**src/sysctl2_pkg.sv**
```systemverilog
// Package with register map, field positions and carriers for the control slice
package sysctl2_pkg;

   localparam logic [3:0]  SYSCTL2_OFFSET    = 4'h0;
   localparam logic [3:0]  STATUS_OFFSET     = 4'h4;
   localparam int          TX_EN_BIT         = 4;
   localparam int          RX_EN_BIT         = 7;
   localparam int          UART_EN_BIT       = 8;
   localparam int          MASTER_SEL_BIT    = 9;
   localparam int          SNZ_POL_BIT       = 10;
   localparam int          SNZ_FETCH_BIT     = 11;
   localparam logic [31:0] SYSCTL2_RESET     = 32'h0000_0000;
   localparam logic [31:0] SYSCTL2_WMASK     = 32'h0000_0F90;
   localparam logic [3:0]  LCD_ZERO          = 4'h0;
   localparam logic [3:0]  LCD_ONES          = 4'hF;
   localparam logic [31:0] UNMAPPED_READ     = 32'h0000_0000;

   typedef enum logic [1:0] {
      SRC_FRAME_BUFFER,
      SRC_SRAM_1BPP,
      SRC_RESYNC
   } fetch_src_e;

   typedef struct packed {
      logic tx_enable;
      logic rx_enable;
      logic power_save;
      logic master;
      logic clk_oe;
      logic frame_oe;
      logic txd_oe;
   } serial_ctl_s;

   typedef struct packed {
      logic       snooze_active;
      logic       blank;
      logic       frame_end;
      logic [3:0] pixel_data;
   } lcd_in_s;

endpackage

```
**src/sysctl2_slice.sv**
```systemverilog
// Second system control register, bits 4 and 7 to 11, with Avalon-MM slave
// How it works
// - Receive half of port B stays off until the receive enable is set.
// - Both port B enables clear puts port B in power save.
// - The second UART runs only while its enable bit is set.
// - Master select bit low means slave, high means master.
// - Master select bit also sets port B clock and frame pin directions; transmit enable sets the data pin.
// - Snooze blanking drives all zeros or all ones per polarity bit.
// - Polarity bit has no effect outside snooze.
// - Snooze fetch flag reads low, set by hardware on snooze entry.
// - While the flag is high display data comes from on-chip SRAM.
// - After snooze the flag keeps SRAM fetch in one bit per pixel.
// - CPU may write the SRAM while the flag stays set after snooze.
// - Writing zero returns fetch to the frame buffer at the second frame end after it.
// - Processor writes of one to the flag are ignored.
// - Transmit half of port B stays off until its enable is set.
`timescale 1ns/1ps
`default_nettype none
module sysctl2_slice
   import sysctl2_pkg::*;
(
   // Clock and reset
   input  wire logic        clk,
   input  wire logic        reset,
   // Avalon-MM slave
   input  wire logic [3:0]  avs_address,
   input  wire logic        avs_read,
   input  wire logic        avs_write,
   input  wire logic [31:0] avs_writedata,
   input  wire logic [3:0]  avs_byteenable,
   output logic [31:0]      avs_readdata,
   output logic             avs_waitrequest,
   // LCD controller status
   input  wire logic        lcd_snooze_pin,
   input  wire lcd_in_s     lcd_in,
   // SRAM requests
   input  wire logic        cpu_sram_req,
   input  wire logic        lcd_sram_req,
   // Control outputs
   output serial_ctl_s      serial_ctl,
   output logic             second_uart_enable,
   output logic [3:0]       lcd_data_outputs,
   output fetch_src_e       fetch_src,
   output logic             force_1bpp,
   output logic             cpu_sram_grant,
   output logic             lcd_sram_grant
);
   logic [31:0] ctrl_reg;
   logic        snz_fetch_reg;
   logic        snz_meta_reg;
   logic        snz_sync_reg;
   logic        snz_prev_reg;
   logic        ack_reg;
   logic        resync_pend_reg;
   fetch_src_e  src_reg;
   fetch_src_e  src_next;
   logic [31:0] wr_bits;
   logic        wr_hit;
   logic        flag_clear;
   logic        snz_entry;
   logic        cpu_g;
   logic        lcd_g;
   logic [31:0] read_word;

   // Byte-enabled write data
   always_comb begin
      wr_bits = ctrl_reg;
      for (int b = 0; b < 4; b++) begin
         if (avs_byteenable[b]) begin
            wr_bits[b*8 +: 8] = avs_writedata[b*8 +: 8];
         end
      end
   end

   assign wr_hit     = avs_write && !ack_reg && (avs_address == SYSCTL2_OFFSET);
   assign flag_clear = wr_hit && avs_byteenable[1] && !avs_writedata[SNZ_FETCH_BIT];
   assign snz_entry  = snz_sync_reg && !snz_prev_reg;

   // One wait cycle per access, waitrequest straight from a flop
   always_ff @(posedge clk) begin
      if (reset) begin
         ack_reg         <= 1'b0;
         avs_waitrequest <= 1'b1;
      end else begin
         ack_reg         <= (avs_read || avs_write) && !ack_reg;
         avs_waitrequest <= !((avs_read || avs_write) && !ack_reg);
      end
   end

   // Snooze state input synchroniser
   always_ff @(posedge clk) begin
      if (reset) begin
         snz_meta_reg <= 1'b0;
         snz_sync_reg <= 1'b0;
         snz_prev_reg <= 1'b0;
      end else begin
         snz_meta_reg <= lcd_snooze_pin;
         snz_sync_reg <= snz_meta_reg;
         snz_prev_reg <= snz_sync_reg;
      end
   end

   // Control bits, only documented bits writable
   always_ff @(posedge clk) begin
      if (reset) begin
         ctrl_reg <= SYSCTL2_RESET;
      end else if (wr_hit) begin
         ctrl_reg <= wr_bits & SYSCTL2_WMASK & ~(32'h1 << SNZ_FETCH_BIT);
      end
   end

   // Written ones never set the flag
   always_ff @(posedge clk) begin
      if (reset) begin
         snz_fetch_reg <= 1'b0;
      end else if (snz_entry) begin
         snz_fetch_reg <= 1'b1;
      end else if (flag_clear) begin
         snz_fetch_reg <= 1'b0;
      end
   end

   always_comb begin
      src_next = src_reg;
      case (src_reg)
         SRC_FRAME_BUFFER: begin
            if (snz_fetch_reg) begin
               src_next = SRC_SRAM_1BPP;
            end
         end
         SRC_SRAM_1BPP: begin
            if (!snz_fetch_reg) begin
               src_next = SRC_RESYNC;
            end
         end
         SRC_RESYNC: begin
            if (snz_fetch_reg) begin
               src_next = SRC_SRAM_1BPP;
            end else if (lcd_in.frame_end && resync_pend_reg) begin
               src_next = SRC_FRAME_BUFFER;
            end
         end
         default: begin
            src_next = SRC_FRAME_BUFFER;
         end
      endcase
   end

   always_ff @(posedge clk) begin
      if (reset) begin
         src_reg <= SRC_FRAME_BUFFER;
      end else begin
         src_reg <= src_next;
      end
   end

   // Frame end after the clearing write arms the resync
   always_ff @(posedge clk) begin
      if (reset) begin
         resync_pend_reg <= 1'b0;
      end else if (src_reg != SRC_RESYNC) begin
         resync_pend_reg <= 1'b0;
      end else if (lcd_in.frame_end) begin
         resync_pend_reg <= 1'b1;
      end
   end

   sram_arbiter u_arb (
      .clk       (clk),
      .reset     (reset),
      .cpu_req   (cpu_sram_req && snz_fetch_reg && !snz_sync_reg),
      .lcd_req   (lcd_sram_req),
      .cpu_grant (cpu_g),
      .lcd_grant (lcd_g)
   );

   // Read mux
   always_comb begin
      read_word = UNMAPPED_READ;
      case (avs_address)
         SYSCTL2_OFFSET: begin
            read_word = ctrl_reg;
            read_word[SNZ_FETCH_BIT] = snz_fetch_reg;
         end
         STATUS_OFFSET: begin
            read_word = {29'h0, snz_sync_reg, src_reg};
         end
         default: begin
            read_word = UNMAPPED_READ;
         end
      endcase
   end

   always_ff @(posedge clk) begin
      if (reset) begin
         avs_readdata <= UNMAPPED_READ;
      end else if (avs_read && !ack_reg) begin
         avs_readdata <= read_word;
      end
   end

   // Serial port, UART and LCD outputs
   always_ff @(posedge clk) begin
      if (reset) begin
         // Both enables clear at reset, so port B starts in power save
         serial_ctl         <= '{power_save: 1'b1, default: 1'b0};
         second_uart_enable <= 1'b0;
         lcd_data_outputs   <= LCD_ZERO;
         fetch_src          <= SRC_FRAME_BUFFER;
         force_1bpp         <= 1'b0;
         cpu_sram_grant     <= 1'b0;
         lcd_sram_grant     <= 1'b0;
      end else begin
         serial_ctl.tx_enable  <= ctrl_reg[TX_EN_BIT];
         serial_ctl.rx_enable  <= ctrl_reg[RX_EN_BIT];
         serial_ctl.power_save <= !ctrl_reg[TX_EN_BIT] && !ctrl_reg[RX_EN_BIT];
         serial_ctl.master     <= ctrl_reg[MASTER_SEL_BIT];
         serial_ctl.clk_oe     <= ctrl_reg[MASTER_SEL_BIT];
         serial_ctl.frame_oe   <= ctrl_reg[MASTER_SEL_BIT];
         serial_ctl.txd_oe     <= ctrl_reg[TX_EN_BIT];
         second_uart_enable    <= ctrl_reg[UART_EN_BIT];
         if (snz_sync_reg && lcd_in.blank) begin
            lcd_data_outputs <= ctrl_reg[SNZ_POL_BIT] ? LCD_ONES : LCD_ZERO;
         end else begin
            lcd_data_outputs <= lcd_in.pixel_data;
         end
         fetch_src      <= src_next;
         force_1bpp     <= snz_fetch_reg;
         cpu_sram_grant <= cpu_g;
         lcd_sram_grant <= lcd_g;
      end
   end
endmodule
`default_nettype wire

```
**src/sram_arbiter.sv**
```systemverilog
// Two-way round-robin arbiter for the on-chip SRAM, processor writes alternating with display reads
`timescale 1ns/1ps
`default_nettype none
module sram_arbiter
   import sysctl2_pkg::*;
(
   // Clock and reset
   input  wire logic clk,
   input  wire logic reset,
   // Requests
   input  wire logic cpu_req,
   input  wire logic lcd_req,
   // Grants
   output logic      cpu_grant,
   output logic      lcd_grant
);
   logic last_cpu_reg;

   always_comb begin
      cpu_grant = cpu_req && (!lcd_req || !last_cpu_reg);
      lcd_grant = lcd_req && !cpu_grant;
   end

   always_ff @(posedge clk) begin
      if (reset) begin
         last_cpu_reg <= 1'b0;
      end else if (cpu_grant || lcd_grant) begin
         last_cpu_reg <= cpu_grant;
      end
   end

endmodule
`default_nettype wire

```
**config.mk**
```make
export PLATFORM = sky130hd
export DESIGN_NAME = sysctl2_slice
export DESIGN_NICKNAME = d
export VERILOG_FILES = /design/src/sysctl2_pkg.sv /design/src/sysctl2_slice.sv /design/src/sram_arbiter.sv
export SDC_FILE = /design/constraint.sdc
export NUM_CORES = 1
export LEC_CHECK = 0
export CAP_MARGIN = 15
export CORE_MARGIN = 2
export CORE_UTILIZATION = 25
export DETAILED_ROUTE_END_ITERATION = 10
export DONT_BUFFER_PORTS = 1
export PLACE_DENSITY_LB_ADDON = 0.08
export SYNTH_ARGS = -nofsm -noshare
export SYNTH_HDL_FRONTEND = slang
export SYNTH_HIERARCHICAL = 1
export SYNTH_SLANG_ARGS = --single-unit
```
**constraint.sdc**
```tcl
create_clock -name clk -period 1.5 [get_ports clk]
set_input_delay 0.3 -clock clk [delete_from_list [all_inputs] [get_ports clk]]
set_output_delay 0.3 -clock clk [all_outputs]
set_load 0.05 [all_outputs]
```
* Word-level counts from Yosys, hierarchy flattened *
Index checks and enable logic that the tools add are counted.

storage, ports and cells
  flip-flop bits (word level) = 59
  input port bits = 54
  output and inout bits = 50
  word-level logic and storage cells = 72

cells by class
  equality and inequality tests = 7
  mux-type cells = 10
  reductions and logical operators = 34

operators with widths
  cell                  count
  $pmux W12 S2          1
  $logic_and A1 B1 Y1   14
  $logic_not A1 Y1      10
  $mux W2               4
  $mux W4               2
  $ne A2 B2 Y1 const B  3
  $pmux W2 S3           1
  $eq A4 B3 Y1 const B  1
  $logic_not A4 Y1      1
  $reduce_and A2 Y1     2
  $logic_or A1 B1 Y1    3
  $ne A3 B3 Y1 const B  1
  $reduce_and A3 Y1     1
  $eq A2 B1 Y1 const B  1
  $eq A2 B2 Y1 const B  1
  $logic_not A2 Y1      1
  $mux W1               2
  $reduce_bool A2 Y1    1
  $reduce_or A2 Y1      1

* Longest topological paths before layout *
Gate-level depths: netlist of the first run.

  word-level depth = 7
  depth in mapped cells = 4
  depth with buffers taken out = 4

* By module *
The synthesis of the first run kept the hierarchy.

by module, submodules not included
  module         instances  cells each  area an instance (um^2)  sequential area each (um^2)
  sysctl2_slice  1          149         1415.1                   700.7
  sram_arbiter   1          6           58.8                     20.0

* Worst setup path before layout of the first run *
OpenSTA, ideal clock, no wires.

  path kind = in2reg
  from = in avs_address[1]
  to = reg ctrl_reg[8]
  data arrival time = 1290 ps
  data required time = 1379 ps
  setup slack = 89 ps
  stages = 4
  buffers on the path = 1
  path through = nor4_4 and3_1 buf_6 mux2_4

between the ends
  cells in the longest elaborated chain, start to end = 3

ends and longest elaborated chain
  element                      RTL line              text
  start: declaration           sysctl2_slice.sv:26   input wire logic [3:0] avs_address,
  $logic_not A4 Y1             sysctl2_slice.sv:75   assign wr_hit = avs_write && !ack_reg && (avs_address == SYSCTL2_OFFSET);
  $logic_and A1 B1 Y1          sysctl2_slice.sv:75
  $reduce_and A2 Y1 (no line)  -
  end signal: assignment       sysctl2_slice.sv:108  ctrl_reg <= wr_bits & SYSCTL2_WMASK & ~(32'h1 << SNZ_FETCH_BIT);
  end: declaration             sysctl2_slice.sv:48   logic [31:0] ctrl_reg;

Every way passes these cells.
A chain may end at the register's enable or synchronous reset.

* Final worst setup path of the first run *
  from = reg fetch_src[0]
  to = out fetch_src[0]

RTL lines
  element                   RTL line              text
  start: declaration        sysctl2_slice.sv:43   output fetch_src_e fetch_src,
  start signal: assignment  sysctl2_slice.sv:227  fetch_src <= src_next;

No word-level cell between the ends.

==> results_dict.tcl, run 1 <==
set metrics [dict create \
    end_kind "primary output" \
    worstPathCellList "buf_4" \
    ys_ff_latch 36 \
    async_reset_ff_frac 0 \
    timing.max_cap.violations 0 \
    cpPeakStageDelay_ps 430 \
    syn_area_per_cell_um2 9.51 \
    clk_latency_ps 280 \
    cts_tree "yes" \
    largest_reg_flops 9 \
    path_buf_inv 1 \
    grtUsageMet3 0.0511 \
    core_region_area_um2 5610 \
    port_buffers 0 \
    power.switching_mw 0.566 \
    fin_nets 214 \
    netlist_area_um2 1470 \
    min_period_ps 1250 \
    finalHoldWorstSlack_ps 82.7 \
    wl_um 3090 \
    timing.fmax_ghz 0.797 \
    rsz0062_at_grt "false" \
    p_comb_frac 0.109 \
    crit_family "flip-flops" \
    synth-main-ff-cell "dfxtp_1" \
    p_leak_nw 0.625 \
    ys_types 32 \
    crit_slowest_cell "dfxtp_1" \
    worstPathMaxFanout 6 \
    drive_gt1_frac 0.130 \
    vias 927 \
    cts_hold_buffers 0 \
    arrival_ps 950 \
    drt_iter0_drc 65 \
    grt_max_degree 34 \
    period_share 0.836 \
    pwr-share-clk 0.356 \
    ant_nets 0 \
    cts_setup_buffers 0 \
    dp_hpwl_um 2210 \
    peakVddDrop_uv 347 \
    worstPathRequired_ps 1200 \
    p_sw_frac 0.288 \
    yosys.area.top_type "dfxtp_1" \
    fp.dieH_um 80.8 \
    place.gp.congestion 0.710 \
    ys_warn_count 6 \
    path_class "flop to primary output" \
    synth-seq-area-share 0.489 \
    cts.path.max_buffers 2 \
    viasPerCell 3.98 \
    die_w_um 80.8 \
    grt_first_pass_wirelength_um 4660 \
    io_pins 104 \
    grt_pass1_vias 870 \
    cts.sinks 36 \
    grt.busiest_layer "met2" \
    seqPwrFrac 0.535 \
    grt_overflow 0 \
    clkTransAtPathRegs_ps 70 \
    track_usage 0.0974 \
    cts-root-buf "clkbuf_8" \
    diodes 0 \
    slew_violations 0 \
    outcome "finished clean" \
    drc 0 \
    start_kind "flop" \
    yosys-top-cells-count "dfxtp_1, buf_4, a21oi_1, nand2_1, nor2b_1" \
    antenna_found_initial 0 \
    synth-edff-count 0 \
    dr.pass1.iters 3 \
    p_per_area_nw_per_um2 1240 \
    dieArea_um2 6530 \
    netlist_top_cells_area "dfxtp_1, buf_4, nor2b_1" \
    p_int_mw 1.40 \
    worst_pin_slew_ps 542 \
    grt_use_met1 0.122 \
    finalHoldViolations 0 \
    relSlewSlack 0.638 \
    htree_levels 2 \
    setup_tns_ps 0 \
    netlist_instances 155 \
    cts_resized 0 \
    cts_buffers 5 \
    initial_core_util 0.263 \
    setup_viol 0 \
    netlist.area_leader.share 0.489 \
    syn_to_final_growth_pct 7.30 \
    synth_most_common_cell "dfxtp_1" \
    fin_skew_ps 2.42 \
    hp-class "input pin to flop" \
    rows 27 \
    wl_per_cell_um 13.3 \
    gr-usage-met2 0.138 \
]
[layer usage]
metal  up-vias  share of wire  wire [um]
met5         -              0          0
met4         0          0.016         48
met3         4           0.12        381
met2        46           0.43       1330
met1       406           0.43       1330
li1        471              -          -
[power by group through the flow]
stage          Sequential, mW  Combinational [mW]  Clock (mW)
2_1_floorplan            1.08               0.239           0
3_3_place_gp             1.07               0.213           0
3_5_place_dp             1.07               0.214           0
4_1_cts                  1.05               0.215       0.740
5_1_grt                  1.05               0.228       0.783
6_report                 1.05               0.214       0.699
[stage by stage]
stage	total power [mW]	worst slack, ps	cell area, um^2	std cells	util
floorplan	1.32	88.6	1560	177	-
global placement	1.29	20.1	1490	225	0.266
detailed placement	1.29	14.2	1490	225	0.266
CTS	2.01	210	1580	233	0.282
global route	2.07	191	1580	233	0.282
finish	1.96	245	1580	233	0.282
[layout make-up]
| cell class | instances | area (um^2) |
|---|---|---|
| flip-flops and latches | 36 | 721 |
| clock buffers | 8 | 90.1 |
| inverters | 3 | 11.3 |
| multi-input cells | 106 | 597 |
| repair buffers | 8 | 72.6 |
| fillers | 640 | 4030 |
| well taps | 72 | 90.1 |
[cell usage in the layout (no fill, tap or decap), types with 2 or more instances in the layout]
| master | instances |
|---|---|
| dfxtp_1 | 36 |
| buf_4 | 7 |
| clkbuf_8 | 6 |
| mux2_2 | 2 |
| clkbuf_1 | 2 |
| mux2_4 | 2 |
| nor2b_1 | 15 |
| nand4_1 | 3 |
| nor2_1 | 3 |
| nand2b_1 | 6 |
| nand3_1 | 7 |
| inv_1 | 3 |
| a21oi_1 | 15 |
| conb_1 | 23 |
| nand2_1 | 15 |
[path summary, 6_finish.rpt]
check / from / end / slack [ps] / cells past startpoint
worst max-delay path: fetch_src[0]$_SDFFE_PP0P_ / fetch_src[0] / 250 / 1
worst min-delay path: reset / avs_readdata[4]$_SDFFE_PP0P_ / 80 / 1
worst max register to register: ack_reg$_SDFF_PP0_ / ctrl_reg[8]$_SDFFE_PP0P_ / 270 / 3
worst min register to register: snz_meta_reg$_SDFF_PP0_ / snz_sync_reg$_SDFF_PP0_ / 440 / 1
[kinds of logic (layout without fill, tap and decap cells)]
| logic type | count (synthesis) | count (layout) | synth area share |
|---|---|---|---|
| mux | 5 | 5 | 0.0424 |
| simple gates | 58 | 58 | 0.229 |
| other cells | 1 | 23 | 0.00254 |
| buf+inv | 35 | 19 | 0.162 |
| compound gates | 20 | 20 | 0.0747 |
| flops | 36 | 36 | 0.489 |
Power figures use the tool's default switching activity.
==> run 2: changes to the inputs <==
--- a/config.mk
+++ b/config.mk
@@ -5,6 +5,7 @@
 export SDC_FILE = /design/constraint.sdc
 export NUM_CORES = 1
 export LEC_CHECK = 0
+export ABC_AREA = 1
 export CAP_MARGIN = 15
 export CORE_MARGIN = 2
 export CORE_UTILIZATION = 25
==> constraint.sdc (replaced) <==
create_clock -name clk -period 1.1 [get_ports clk]
set_input_delay 0.22 -clock clk [delete_from_list [all_inputs] [get_ports clk]]
set_output_delay 0.22 -clock clk [all_outputs]
set_load 0.05 [all_outputs]
==> run 2 against run 1 <==
- core utilization increased by 3.1 points
- die area rose by 5.5%
- synthesized area increased by 5.8%
- sequential share of layout area fell by 6.9 points
- critical path depth stayed put
- final cell count rose by 27%
- non-clock buffer count up 22
- synthesized cell count is 25% higher
- count of clock-buffer cells in the layout fell by 2
==> results_dict.tcl, run 2 <==
set metrics [dict create \
    netlist_top_cells_area "dfxtp_1, buf_4, inv_1" \
    wl_per_cell_um 11.2 \
    hp-start "reset" \
    cts_setup_buffers 0 \
    dieArea_um2 6880 \
    synth-seq-area-share 0.462 \
    grt_max_degree 19 \
    synth_xor_area_frac 0 \
    worstPathMaxFanout 2 \
    timing.max_cap.violations 0 \
    drc 0 \
    synth_adder_area_share 0 \
    fin_skew_ps 4.21 \
    ys_ff_latch 36 \
    netlist.area_leader.share 0.462 \
    p_per_area_nw_per_um2 1500 \
    viasPerCell 4.03 \
    fin_nets 276 \
    yosys-top-cells-count "dfxtp_1, buf_4, inv_1" \
    track_usage 0.101 \
    outcome "finished clean" \
    wl_met1_um 1450 \
    peakVddDrop_uv 402 \
    die_w_um 83.0 \
    rr_endpoint "snz_fetch_reg$_SDFFE_PP0P_" \
    p_leak_nw 0.861 \
    min_path_cells 1 \
    p_int_mw 1.92 \
    power_mw 2.82 \
    port_buffers 0 \
    cts.path.max_buffers 2 \
    power.switching_mw 0.903 \
    rows 28 \
    period_share 0.963 \
    p_comb_frac 0.199 \
    synth_top_family_by_area "simple AND/OR/NAND/NOR gates" \
    final_cell_mix "dfxtp_1, inv_1, nor2_1" \
    cts_tree "yes" \
    setup_tns_ps 0 \
    diodes 0 \
    setup_slack_ps 40.7 \
    cpPeakStageDelay_ps 350 \
    async_reset_ff_frac 0 \
    dp_slack_ps 87.5 \
    ys_types 24 \
    ys_warn_count 6 \
    dr.pass1.iters 4 \
    rsz0062_at_grt "false" \
    ff2ff_path_depth 6 \
    synth-edff-count 0 \
    timing.fmax_ghz 0.944 \
    slew_violations 0 \
    final_common_cell "dfxtp_1" \
    pwr-share-clk 0.307 \
    worstPathCellList "buf_4" \
    worstPathRequired_ps 880 \
    wl_um 3320 \
    crit_family "flip-flops" \
    r2r-start "ack_reg$_SDFF_PP0_" \
    netlist_instances 193 \
    path_class "flop to primary output" \
    top_layer "met4" \
    setup_viol 0 \
    drive_gt1_frac 0.221 \
    cts-root-buf "clkbuf_8" \
    rrSetupSlack_ps 80 \
    syn_area_per_cell_um2 8.08 \
    netlist_area_um2 1560 \
    dr_wl_met3_um 270 \
    arrival_ps 840 \
    whs_endpoint "snz_prev_reg$_SDFF_PP0_" \
    grt_pass1_vias 1108 \
    htree_levels 2 \
    crit_slowest_cell "dfxtp_1" \
    p_sw_frac 0.320 \
    yosys.area.top_type "dfxtp_1" \
    clk_latency_ps 280 \
    ant_nets 0 \
    synth.mux.area_fraction 0 \
    drt_iter0_drc 60 \
    cts.sinks 36 \
    synthSimpleGateAreaFrac 0.236 \
    synth-main-ff-cell "dfxtp_1" \
    cts_buffers 5 \
    io_pins 104 \
    place.gp.congestion 0.692 \
    vias 1196 \
    core_region_area_um2 5990 \
    wl_met2_um 1530 \
    hp-class "input pin to flop" \
    dp_hpwl_um 2530 \
    initial_core_util 0.260 \
    syn_to_final_growth_pct 20.3 \
    path_buf_inv 1 \
    finalHoldViolations 0 \
    grt_first_pass_wirelength_um 5540 \
    synth_most_common_cell "dfxtp_1" \
    antenna_found_initial 0 \
    grt_overflow 0 \
    start_kind "flop" \
    fp.dieH_um 83.0 \
    end_kind "primary output" \
    largest_reg_flops 9 \
    min_period_ps 1060 \
    synth_compound_area_frac 0.0883 \
    clkTransAtPathRegs_ps 70 \
    seqPwrFrac 0.494 \
]
-- run 2: cell types whose count changed after synthesis, moves of 3 or more --
cell,change
inv_1,+23
nand2_1,+3
nand2b_1,-6
nand3_1,+7
nor2_1,+22
nor2_4,+3
nor2b_1,-15
o21ai_1,+10
-- run 2: cell families (layout without fill, tap and decap cells) --
| family | after synthesis | in the layout |
|---|---|---|
| other | 1 | 23 |
| AO/OA/AOI/OAI | 27 | 27 |
| AND/OR/NAND/NOR | 71 | 71 |
| buffers and inverters | 58 | 65 |
| flip-flops | 36 | 36 |
-- run 2: stage by stage --
stage,hold WS [ps],area [um^2],utilization,std cells
global route,0.0631,1880,0.313,297
global placement,292,1760,0.294,288
CTS,6.36,1870,0.312,297
finish,17.2,1880,0.313,297
floorplan,327,1640,-,215
detailed placement,290,1760,0.294,288
-- run 2: how the worst max path moves through the flow --
stage                                       endpoint                    startpoint  cells after the start  slack, ps
after detailed placement  snz_fetch_reg$_SDFFE_PP0P_            ack_reg$_SDFF_PP0_                      6         90
after floorplan            fetch_src[1]$_SDFFE_PP0P_     fetch_src[1]$_SDFFE_PP0P_                      3         80
after global placement    snz_fetch_reg$_SDFFE_PP0P_            ack_reg$_SDFF_PP0_                      6         90
after global routing                 avs_readdata[9]  avs_readdata[9]$_SDFFE_PP0P_                      1        0.7
final                                avs_readdata[9]  avs_readdata[9]$_SDFFE_PP0P_                      1         40
after CTS                 snz_fetch_reg$_SDFFE_PP0P_                         reset                      4          3
-- run 2: power groups by stage --
stage	Sequential [mW]	Clock [mW]	Combinational (mW)
finish	1.39	0.865	0.562
global route	1.40	0.965	0.596
CTS	1.39	0.902	0.564
detailed placement	1.42	0	0.549
global placement	1.42	0	0.546
floorplan	1.56	0	0.374
-- run 2: timing repair --
item | 4_1_cts | 5_1_grt
gates resized for setup | 3 | 3
gates cloned | 0 | 0
endpoints found under the setup margin | 2 | 4
hold endpoints to repair | 12 | 0
hold buffers | 2 | 0
-- run 2: cell type report --
cell class / count / area (um^2)
multi-input combinational: 121 / 592
clock buffer: 6 / 72.6
inverter: 28 / 105
fill: 645 / 4120
clock inverter: 1 / 5.00
tap: 75 / 93.8
sequential: 36 / 726
timing repair buffer: 30 / 282
-- run 2: worst reg2reg max path: cells and delay by family (launching register included) --
family | cells | cell delay [ps]
flops | 1 | 350
buf+inv | 1 | 70
simple gates | 5 | 500
-- run 2: routing by layer --
metal / track usage / vias up
met5: 0 / -
met4: 0.0492 / 0
met3: 0.0368 / 6
met2: 0.159 / 49
met1: 0.123 / 532
li1: - / 609
==> run 3: changes to the inputs <==
--- a/config.mk
+++ b/config.mk
@@ -5,7 +5,6 @@
 export SDC_FILE = /design/constraint.sdc
 export NUM_CORES = 1
 export LEC_CHECK = 0
-export ABC_AREA = 1
 export CAP_MARGIN = 15
 export CORE_MARGIN = 2
 export CORE_UTILIZATION = 25
==> run 3 against run 2 <==
- first-iteration DRC count decreased by 58%
- worst hold slack got worse by 3.0 ps
- sequential power barely moved
- final area shrank 1.1%
- critical path depth is 2 higher
- global-route usage is 0.060 points lower
- die area shrank 5.2%
- largest power group unchanged
==> results_dict.tcl, run 3 (synthesis gave the netlist of run 1 again) <==
set metrics [dict create \
    outcome "finished clean" \
    cp_num_cells 3 \
    instances_no_fill 261 \
    worstPathRequired_ps 1280 \
    hp-class "input pin to flop" \
    rsz0062_at_grt "true" \
    worstPathCellList "nor2b_2 > and3_4 > mux2_4" \
    crit_slowest_cell "dfxtp_2" \
    cts_setup_buffers 0 \
    start_kind "flop" \
    cp-endpoint "ctrl_reg[9]$_SDFFE_PP0P_" \
    grt_max_degree 20 \
    vias 1051 \
    track_usage 0.101 \
    wl_um 3220 \
    clkTransAtPathRegs_ps 70 \
    slew_violations 0 \
    ff2ff_path_depth 3 \
    largest_reg_flops 9 \
    viasPerCell 4.03 \
    fp.dieH_um 80.8 \
    antenna_found_initial 0 \
    placed_area_um2 1680 \
    grt_pass1_vias 984 \
    finish.utilization 0.331 \
    end_kind "flop" \
    final_cell_mix "dfxtp_1, buf_4, conb_1" \
    clk_latency_ps 280 \
    worst_pin_slew_ps 580 \
    p_per_area_nw_per_um2 1490 \
    grtUsageMet3 0.0478 \
    drt_iter0_drc 25 \
    setup_viol 0 \
    p_leak_nw 0.785 \
    worstPathMaxFanout 3 \
    drive_gt1_frac 0.275 \
    cpPeakStageDelay_ps 330 \
    core_region_area_um2 5610 \
    rows 27 \
    grt_use_met1 0.117 \
    postLayoutCellArea_um2 1850 \
    dr.pass1.iters 4 \
    place.gp.congestion 0.630 \
    seqPwrFrac 0.495 \
    htree_levels 2 \
    grt_overflow 0 \
    setup_tns_ps 0 \
    syn_to_final_growth_pct 25.8 \
    arrival_ps 1260 \
    p_int_mw 1.96 \
    dp.cells 248 \
    die_w_um 80.8 \
    fillers 614 \
    path_class "flop to flop" \
    p_comb_frac 0.158 \
    cts.path.max_buffers 2 \
    initial_core_util 0.263 \
    io_pins 104 \
    grt_first_pass_wirelength_um 4790 \
    grt.busiest_layer "met2" \
    dieArea_um2 6530 \
    r2r-start "ack_reg$_SDFF_PP0_" \
    cts.sinks 36 \
    relSlewSlack 0.613 \
    drc 0 \
    p_sw_frac 0.289 \
    diodes 0 \
    finalHoldWorstSlack_ps 14.2 \
    dp_slack_ps -291 \
    gr-usage-met2 0.161 \
    port_buffers 0 \
    power_mw 2.76 \
    fin_nets 242 \
    pwr-share-clk 0.348 \
    peakVddDrop_uv 433 \
    cts-root-buf "clkbuf_8" \
    period_share 0.982 \
    ant_nets 0 \
    finalHoldViolations 0 \
    min_period_ps 1080 \
    fin_skew_ps 3.35 \
    wl_per_cell_um 12.3 \
    cts_tree "yes" \
    setup_slack_ps 19.4 \
    crit_family "simple AND/OR/NAND/NOR gates" \
    timing.fmax_ghz 0.925 \
    final_common_cell "dfxtp_1" \
    power.switching_mw 0.797 \
    path_buf_inv 0 \
    timing.max_cap.violations 0 \
    dp_hpwl_um 2370 \
    rr_endpoint "ctrl_reg[9]$_SDFFE_PP0P_" \
    cts_buffers 5 \
    rrSetupSlack_ps 20 \
    cp-startpoint "ack_reg$_SDFF_PP0_" \
]
run 3: cell count changes in the layout (fill, tap and decap cells not counted), moves of 3 or more:
| cell | previous run | this run |
|---|---|---|
| buf_4 | 22 | 25 |
| dlygate4sd3_1 | 1 | 4 |
| inv_1 | 26 | 3 |
| nand2_1 | 18 | 15 |
| nand2b_1 | 0 | 5 |
| nand3_1 | 14 | 7 |
| nor2_1 | 25 | 3 |
| nor2_4 | 3 | 0 |
| nor2b_1 | 0 | 14 |
| o21ai_1 | 10 | 0 |
run 3: routing by layer:
layer,part of all wire,wire length [um],vias to the layer above
met5,0,0,-
met4,0.0096,31,0
met3,0.098,314,5
met2,0.48,1550,47
met1,0.41,1320,473
li1,-,-,526
run 3: timing repair:
action	4_1_cts	5_1_grt
pin swaps	0	5
gates resized for setup	6	7
endpoints found under the setup margin	6	21
endpoints found under the hold margin	17	2
hold buffers	4	1
run 3: worst min path at each step:
stage,startpoint,end,cells past startpoint
2_1_floorplan,reset,u_arb/last_cpu_reg$_SDFFE_PP0P_,1
4_1_cts,reset,serial_ctl[1]$_SDFF_PP0_,1
5_1_grt,reset,serial_ctl[1]$_SDFF_PP0_,1
6_report,reset,serial_ctl[1]$_SDFF_PP0_,1
3_5_place_dp,reset,avs_readdata[11]$_SDFFE_PP0P_,1
3_3_place_gp,reset,avs_readdata[4]$_SDFFE_PP0P_,1
run 3: worst register-to-register path, cell delays in order, from the launching register on:
cell,delay [ps]
dfxtp_2,330
nor2b_2,120
and3_4,220
mux2_4,300
run 3: power by group through the flow:
stage	sequential (mW)	combinational (mW)	clock (mW)
finish	1.36	0.435	0.959
global route	1.37	0.461	1.05
CTS	1.36	0.427	0.989
detailed placement	1.39	0.404	0
global placement	1.39	0.402	0
floorplan	1.47	0.326	0
run 3: final cells by class:
type / instances / area (um^2) / area share
Timing Repair Buffer: 36 / 325 / 0.175
Clock buffer: 8 / 90.1 / 0.0486
Sequential cell: 36 / 727 / 0.392
Tap cell: 72 / 90.1 / 0.0486
Multi-Input combinational cell: 106 / 611 / 0.329
Inverter: 3 / 11.3 / 0.00607
